[config.mk]
export PLATFORM = sky130hd
export DESIGN_NAME = flyback_cycle_request_control
export DESIGN_NICKNAME = d
export VERILOG_FILES = /design/src/flyback_pkg.sv /design/src/flyback_cycle_request_control.sv
export SDC_FILE = /design/constraint.sdc
export NUM_CORES = 1
export LEC_CHECK = 0
export ABC_CLOCK_PERIOD_IN_PS = 10100
export BUFFER_PORTS_ARGS = -buffer_cell sky130_fd_sc_hd__buf_2
export CAP_MARGIN = 20
export CORE_AREA = 2 2 142 158
export CTS_BUF_LIST = sky130_fd_sc_hd__clkbuf_16
export DETAILED_ROUTE_END_ITERATION = 8
export DIE_AREA = 0 0 144 160
export PLACE_DENSITY_LB_ADDON = 0.2
export SKIP_CTS_REPAIR_TIMING = 1
export SLEW_MARGIN = 20
export SYNTH_ARGS = -nofsm -noshare
export SYNTH_HDL_FRONTEND = slang
export SYNTH_SLANG_ARGS = --single-unit
[constraint.sdc]
create_clock -name sys_clk -period 10.1 [get_ports sys_clk]
set_input_delay 1.515 -clock sys_clk [delete_from_list [all_inputs] [get_ports sys_clk]]
set_output_delay 1.515 -clock sys_clk [all_outputs]
set_load 0.01 [all_outputs]
[src/flyback_pkg.sv]
// constants and types for the flyback cycle request control block
package flyback_pkg;
    // ************************************
    // timing
    // ************************************
    localparam int CLK_MHZ = 100;
    localparam int RESTART_PERIOD_MS = 82;
    localparam int RESTART_PERIOD_CYC = RESTART_PERIOD_MS * 1000 * CLK_MHZ;
    localparam int PAIR_SPACING_US = 30;
    localparam int PAIR_SPACING_CYC = PAIR_SPACING_US * CLK_MHZ;
    localparam int PAIR_TOL_CYC = PAIR_SPACING_CYC / 4;
    localparam int SKIP_LO_US = 83;
    localparam int SKIP_LO_CYC = SKIP_LO_US * CLK_MHZ;
    localparam int SKIP_HI_US = 142;
    localparam int SKIP_HI_CYC = SKIP_HI_US * CLK_MHZ;
    localparam int INHIBIT_TIMEOUT_US = 30;
    localparam int INHIBIT_TIMEOUT_CYC = INHIBIT_TIMEOUT_US * CLK_MHZ;
    localparam int QR_WINDOW_US = 20;
    localparam int QR_WINDOW_CYC = QR_WINDOW_US * CLK_MHZ;
    localparam int BLANK_US = 1;
    localparam int BLANK_CYC = BLANK_US * CLK_MHZ;
    localparam int MIN_OFF_NS = 2000;
    localparam int MIN_OFF_CYC = (MIN_OFF_NS * CLK_MHZ + 999) / 1000;
    localparam int LOAD_CHECK_CYC = 64;
    localparam int CNT_W = 24;
    localparam int RST_W = 24;

    typedef enum logic [1:0] {
        PRI_WAIT,
        PRI_OWN,
        PRI_SLAVE
    } pri_state_e;
endpackage : flyback_pkg

[src/flyback_cycle_request_control.sv]
// flyback primary takeover, frequency skip and secondary request sequencing
// Functional notes
// - after restart the primary controls until a successful handshake
// - primary waits one restart period, listening for requests
// - two requests about 30 us apart in the wait give secondary control
// - no requests in the wait: primary switches itself until handshake
// - gate suppressed for requests 83 to 142 us after last conduction
// - controller requests cycles; accepted ones go over the link
// - acknowledge is given when the link pulse is sent
// - in discontinuous mode rectifier turns off below its threshold
// - in continuous mode rectifier turns off when request is sent
// - minimum off-time after conduction before the next request
// - after request block until sense falling edge or 30 us timeout
// - rectifier on only if cycle requested and negative edge seen
// - rectifier gate held low until the start-up load check finds the output present
// - start-up load check marks the rectifier output open or present
// - open or grounded rectifier output stops all requests
// - valley switching on in discontinuous, off in continuous mode
// - discontinuous requests only at ringing peaks while the valley window runs
// - valley gating lasts 20 us after discontinuous detection
// - 1 us blanking ignores sense ringing below ground
`timescale 1ns/1ns
`default_nettype none
module flyback_cycle_request_control #(
    parameter int RESTART_CYC = flyback_pkg::RESTART_PERIOD_CYC
) (
    input wire logic sys_clk,
    input wire logic reset,
    input wire logic restart_event,
    input wire logic link_rx_pulse,
    input wire logic primary_off_edge,
    input wire logic cycle_request_in,
    input wire logic sense_fall_in,
    input wire logic sense_above_vout_in,
    input wire logic sense_below_threshold_in,
    input wire logic dcm_detect_in,
    input wire logic load_high_in,
    input wire logic load_short_in,
    output logic power_gate_drive,
    output logic primary_in_control,
    output logic link_tx_pulse,
    output logic request_ack,
    output logic rectifier_gate_drive,
    output logic rectifier_pulldown_en,
    output logic forward_timing_out,
    output logic rectifier_open_fault
);
    import flyback_pkg::*;

    // the wait counter must hold the whole restart period
    if (RESTART_CYC < 2 || RESTART_CYC >= (1 << RST_W)) begin : g_bad_restart
        $error("RESTART_CYC out of range for the wait counter");
    end

    // ************************************
    // input synchronisers
    // ************************************
    localparam int NS = 9;
    logic [NS-1:0] s1_reg, s2_reg, s3_reg, in_now;
    assign in_now = {restart_event, link_rx_pulse, cycle_request_in, sense_fall_in, sense_above_vout_in,
                     sense_below_threshold_in, dcm_detect_in, load_high_in, load_short_in};
    always_ff @(posedge sys_clk or posedge reset) begin
        if (reset) begin
            s1_reg <= '0;
            s2_reg <= '0;
            s3_reg <= '0;
        end else begin
            s1_reg <= in_now;
            s2_reg <= s1_reg;
            s3_reg <= s2_reg;
        end
    end
    // a change counts only once the second and third stage agree
    logic [NS-1:0] lvl_reg, lvl_next, rise;
    assign lvl_next = ((s2_reg ~^ s3_reg) & s3_reg) | ((s2_reg ^ s3_reg) & lvl_reg);
    assign rise = lvl_next & ~lvl_reg;
    always_ff @(posedge sys_clk or posedge reset) begin
        if (reset) lvl_reg <= '0;
        else lvl_reg <= lvl_next;
    end
    wire restart_p = rise[8];
    wire link_p = rise[7];
    wire req_p = rise[6];
    wire fall_p = rise[5];
    wire above_vout = lvl_reg[4];
    wire below_thr = lvl_reg[3];
    wire dcm = lvl_reg[2];
    wire load_high = lvl_reg[1];
    wire load_short = lvl_reg[0];

    function automatic logic [CNT_W-1:0] inc_sat(input logic [CNT_W-1:0] v);
        inc_sat = (&v) ? v : v + 1'b1;
    endfunction : inc_sat

    // ************************************
    // primary side: wait and listen
    // ************************************
    pri_state_e pri_reg, pri_next;
    logic [RST_W-1:0] wait_reg, wait_next;
    logic [CNT_W-1:0] gap_reg, since_cond_reg;
    logic seen_reg, seen_next;
    wire wait_done = (wait_reg >= RST_W'(RESTART_CYC - 1));
    wire pair_ok = seen_reg && (gap_reg >= CNT_W'(PAIR_SPACING_CYC - PAIR_TOL_CYC))
                   && (gap_reg <= CNT_W'(PAIR_SPACING_CYC + PAIR_TOL_CYC));
    always_comb begin
        pri_next = pri_reg;
        wait_next = wait_reg;
        seen_next = seen_reg;
        unique case (pri_reg)
            PRI_WAIT: begin
                wait_next = wait_done ? wait_reg : wait_reg + 1'b1;
                if (link_p) seen_next = 1'b1;
                if (link_p && pair_ok) pri_next = PRI_SLAVE;
                else if (wait_done) pri_next = PRI_OWN;
            end
            PRI_OWN: begin
                if (link_p) seen_next = 1'b1;
                if (link_p && pair_ok) pri_next = PRI_SLAVE;
            end
            PRI_SLAVE: ;
        endcase
        if (restart_p) begin
            pri_next = PRI_WAIT;
            wait_next = '0;
            seen_next = 1'b0;
        end
    end
    // frequency skip band measured from the last primary conduction
    wire in_skip = (since_cond_reg >= CNT_W'(SKIP_LO_CYC)) && (since_cond_reg <= CNT_W'(SKIP_HI_CYC));
    wire pri_fire = (pri_reg == PRI_SLAVE) && link_p && !in_skip;
    wire own_fire = (pri_reg == PRI_OWN) && (since_cond_reg >= CNT_W'(SKIP_HI_CYC + 1));
    always_ff @(posedge sys_clk or posedge reset) begin
        if (reset) begin
            pri_reg <= PRI_WAIT;
            wait_reg <= '0;
            seen_reg <= 1'b0;
            gap_reg <= '0;
            since_cond_reg <= '1;
            power_gate_drive <= 1'b0;
            primary_in_control <= 1'b1;
        end else begin
            pri_reg <= pri_next;
            wait_reg <= wait_next;
            seen_reg <= seen_next;
            gap_reg <= link_p ? '0 : inc_sat(gap_reg);
            since_cond_reg <= (pri_fire || own_fire) ? '0 : inc_sat(since_cond_reg);
            power_gate_drive <= pri_fire || own_fire;
            primary_in_control <= (pri_next != PRI_SLAVE);
        end
    end

    // ************************************
    // secondary side: load check at start-up
    // ************************************
    logic [CNT_W-1:0] chk_reg;
    logic chk_done_reg, open_reg;
    wire chk_end = !chk_done_reg && (chk_reg == CNT_W'(LOAD_CHECK_CYC - 1));
    always_ff @(posedge sys_clk or posedge reset) begin
        if (reset) begin
            chk_reg <= '0;
            chk_done_reg <= 1'b0;
            open_reg <= 1'b0;
        end else begin
            if (!chk_done_reg) chk_reg <= chk_reg + 1'b1;
            if (chk_end) begin
                chk_done_reg <= 1'b1;
                open_reg <= load_high || load_short;
            end
        end
    end

    // ************************************
    // secondary side: request gating
    // ************************************
    logic inhibit_reg, rect_reg, armed_reg;
    logic [CNT_W-1:0] inh_cnt_reg, off_cnt_reg, blank_reg, qr_reg;
    logic dcm_d_reg;
    wire sec_ok = chk_done_reg && !open_reg;
    wire min_off_ok = (off_cnt_reg >= CNT_W'(MIN_OFF_CYC));
    wire qr_active = dcm && (qr_reg < CNT_W'(QR_WINDOW_CYC));
    wire valley_ok = !qr_active || above_vout;
    wire blanked = (blank_reg < CNT_W'(BLANK_CYC));
    wire fall_ok = fall_p && !blanked;
    wire inh_timeout = (inh_cnt_reg >= CNT_W'(INHIBIT_TIMEOUT_CYC - 1));
    // requests that meet an inhibit are dropped, never queued
    wire send = req_p && sec_ok && !inhibit_reg && min_off_ok && valley_ok;
    wire rect_on = armed_reg && fall_ok;
    wire rect_off = send || (dcm && below_thr) || !sec_ok;
    always_ff @(posedge sys_clk or posedge reset) begin
        if (reset) begin
            inhibit_reg <= 1'b0;
            armed_reg <= 1'b0;
            rect_reg <= 1'b0;
            inh_cnt_reg <= '0;
            off_cnt_reg <= '1;
            blank_reg <= '1;
            qr_reg <= '0;
            dcm_d_reg <= 1'b0;
            link_tx_pulse <= 1'b0;
            request_ack <= 1'b0;
            rectifier_gate_drive <= 1'b0;
            rectifier_pulldown_en <= 1'b1;
            forward_timing_out <= 1'b0;
            rectifier_open_fault <= 1'b0;
        end else begin
            if (send) inhibit_reg <= 1'b1;
            else if (inhibit_reg && (fall_ok || inh_timeout)) inhibit_reg <= 1'b0;
            inh_cnt_reg <= send ? '0 : inc_sat(inh_cnt_reg);
            if (send) armed_reg <= 1'b1;
            else if (rect_on || (inhibit_reg && inh_timeout)) armed_reg <= 1'b0;
            if (rect_off) rect_reg <= 1'b0;
            else if (rect_on) rect_reg <= 1'b1;
            off_cnt_reg <= primary_off_edge ? '0 : inc_sat(off_cnt_reg);
            blank_reg <= send ? '0 : inc_sat(blank_reg);
            dcm_d_reg <= dcm;
            qr_reg <= (dcm && !dcm_d_reg) ? '0 : inc_sat(qr_reg);
            link_tx_pulse <= send;
            request_ack <= send;
            rectifier_gate_drive <= !rect_off && (rect_reg || rect_on);
            rectifier_pulldown_en <= rect_off || !(rect_reg || rect_on);
            forward_timing_out <= fall_ok;
            rectifier_open_fault <= chk_done_reg && open_reg;
        end
    end
endmodule : flyback_cycle_request_control
`default_nettype wire

==> results.cfg <==
[detailed_routing]
via_count = 9387
antenna_left = 0
via_per_inst = 5.979
drtPass1Iterations = 4
drc = 0
drt_iter0_markers = 520
drt-total-wl_um = 24150
wl_per_cell_um = 15.38

[critical_path]
path_cells = ha_1 > a311oi_1 > o2111ai_1 > or4b_2 > nand2_1
cpPeakStageDelay_ns = 0.78
r2r_start = wait_reg[0]
required_ns = 10.56
path_max_fanout = 14
crit_family = compound AO/OA/AOI/OAI gates
cp_slowest_cell = or4b_2
worst-path-buf-inv = 0
end_kind = register
cp-start-kind = register
path_class = reg -> reg
arrival_ns = 3.15
rrSetupSlack_ns = 7.41
reg2reg_depth = 5
worstReg2RegEnd = wait_reg[13]

[cells_and_area]
fillCellCount = 1818
fin_cells = 1570
area_growth_pct = 10.13
multiInputGateArea_um2 = 5824
drive_above_1_share_pct = 12.86
diodes = 0
nets = 1288
ff_latch_area_um2 = 6198

[timing]
fin_worst_skew_ns = 0.01265
max-slew-margin-rel_pct = 30.65
period_share_pct = 26.62
fin_tns_setup_ns = 0
worstMarginPinSlew_ns = 1.036
hold_viol_final = 0
setup_viol = 0
period_needed_ns = 2.688
max_freq_mhz = 372.0
rsz0062_at_grt = no
maxSlewViolCount = 0

[power_and_ir_drop]
static-leakage-power_nw = 5.402
power_frac_clock_pct = 45.6
p_comb_share_pct = 5.0
p_sw_mw = 0.4867
p_per_area_nw_per_um2 = 157.5
seq_power_share_pct = 49.4
swShare_pct = 22.86
ir_drop_uv = 179.6
power.internal_mw = 1.642

[clock_tree]
cts_tree = built
insertion_delay_ns = 0.54
cts.path.max_buffers = 3
clkTransAtPathRegs_ns = 0.06
cts_buffers = 27
cts_sinks = 244
cts-root-buf = clkbuf_16
htreeDepth = 1

[floorplan]
die_x_um = 144
die_height_um = 160
ios = 20
rows = 57
core-area_um2 = 21610
initial_core_util_pct = 56.80
dieArea_um2 = 23040

[synth]
ys_types = 68
synth_seq_cells = 244
synth_nets = 1282
synth_edf_count = 0
syn-cell-area_um2 = 12270
synthFlopType = dfrtp_1
async_reset_ff_share_pct = 100.0
yosysWarnings = 0
seq_area_frac_synth_pct = 50.50
syn_area_per_cell_um2 = 9.835
syn_inst = 1248

[placed_design]
port-buffer-count = 19
hpwl_um = 15650
place_inst = 1520
gp_congestion = 0.8434

[worst_hold_path]
hold_path.startpoint = s1_reg[6]
worstHoldEndpoint = s2_reg[6]
worstHoldPathType = reg -> reg
min_path_cells = 0

[global_routing]
grt-ovfl-total = 0
grt_start_max_net_pins = 103
grt_pass1_wl_um = 43330
grt_pass1_vias = 9232
antenna_found_initial = 0
grt_usage_pct = 22.10

[job]
max_cap_violations = 0

[outcome]
status = complete, no violations
[how the worst max path moves through the flow]
stage / cells past startpoint / endpoint / startpoint
after floorplan: 1 / armed_reg / reset
after global placement: 3 / s1_reg[4] / reset
after detailed placement: 3 / s1_reg[4] / reset
after CTS: 5 / inh_cnt_reg[19] / inh_cnt_reg[3]
after global routing: 5 / inh_cnt_reg[7] / inh_cnt_reg[3]
final: 5 / wait_reg[13] / wait_reg[0]
[final cells by class]
cell class,instances,area share (%)
Sequential cell,244,45.85
Multi-Input combinational cell,930,43.09
Clock buffer,27,4.998
Tap cell,295,2.730
Clock inverter,23,1.490
Timing Repair Buffer,26,1.092
Inverter,25,0.7497
[metrics by stage]
step                setup WS, ns  utilization [%]  area [um2]  total power, mW  hold WS [ns]
floorplan                  2.006                -       12270            1.142        0.3312
global placement           6.915            58.42       12620            1.171        0.3331
detailed placement         6.890            58.42       12620            1.175        0.3347
CTS                        7.345            62.47       13500            2.155        0.3392
global route               7.176            62.56       13520            2.221        0.3384
finish                     7.412            62.56       13520            2.129        0.3398
[worst register-to-register path, stage by stage, from the launching register on]
cell and delay [ns]:
dfrtp_1 0.42, ha_1 0.29, a311oi_1 0.50, o2111ai_1 0.54
or4b_2 0.78, nand2_1 0.09
[layout by cell type, fill, tap and decap left out, types with 27 or more instances in the layout]
| cell | count |
|---|---|
| nand3_1 | 66 |
| nor4_1 | 40 |
| clkbuf_16 | 27 |
| xnor2_1 | 68 |
| nand4_1 | 49 |
| xor2_1 | 32 |
| dfrtp_1 | 170 |
| a21oi_1 | 69 |
| nand2_1 | 82 |
| dfstp_2 | 74 |
| and3_1 | 30 |
| or3_1 | 31 |
| nor2_1 | 131 |
| inv_1 | 32 |
| or4_1 | 30 |
| nor3_1 | 37 |
| o21ai_0 | 42 |
[metal layers]
metal | GRT usage [%] | part of all wire (%) | vias to the layer above
met1 | 31.54 | 47 | 4612
li1 | - | - | 4615
met5 | 0 | 0 | -
met2 | 36.23 | 48 | 134
met3 | 2.999 | 3.4 | 26
met4 | 4.947 | 1.3 | 0
[cells by family after synthesis]
group | synth area share [%]
simple gates | 25.12
flops | 50.50
compound gates | 11.89
xor+xnor | 7.136
buf+inv | 2.446
fa+ha+maj | 2.243
mux | 0.6728
[synth_stat cells, types with 7 or more instances]
library cell,count,area (um2)
dfrtp_1,170,4254
nor2_1,131,491.7
nand2_1,82,307.8
dfstp_2,74,1944
a21oi_1,70,350.3
xnor2_1,68,595.6
nand3_1,66,330.3
nand4_1,49,306.5
nor4_1,43,269.0
o21ai_0,42,210.2
clkbuf_1,38,142.6
nor3_1,37,185.2
xor2_1,32,280.3
or3_1,31,193.9
and3_1,30,187.7
or4_1,30,225.2
inv_1,25,93.84
ha_1,22,275.3
o31ai_1,21,157.7
o211ai_1,18,135.1
and4_1,16,140.1
and2_1,14,87.58
a21o_1,13,97.59
nand2b_1,11,68.82
a211oi_1,9,67.56
a31oi_1,9,56.30
a311oi_1,7,61.31
[power groups by stage]
stage	clock network [mW]	registers, mW	logic, mW
after floorplan	0	1.06	0.0845
after global placement	0	1.07	0.104
after detailed placement	0	1.07	0.108
after CTS	0.995	1.05	0.108
after global routing	1.04	1.06	0.125
final	0.971	1.05	0.106
No activity file was read; power rests on OpenSTA's default activity.
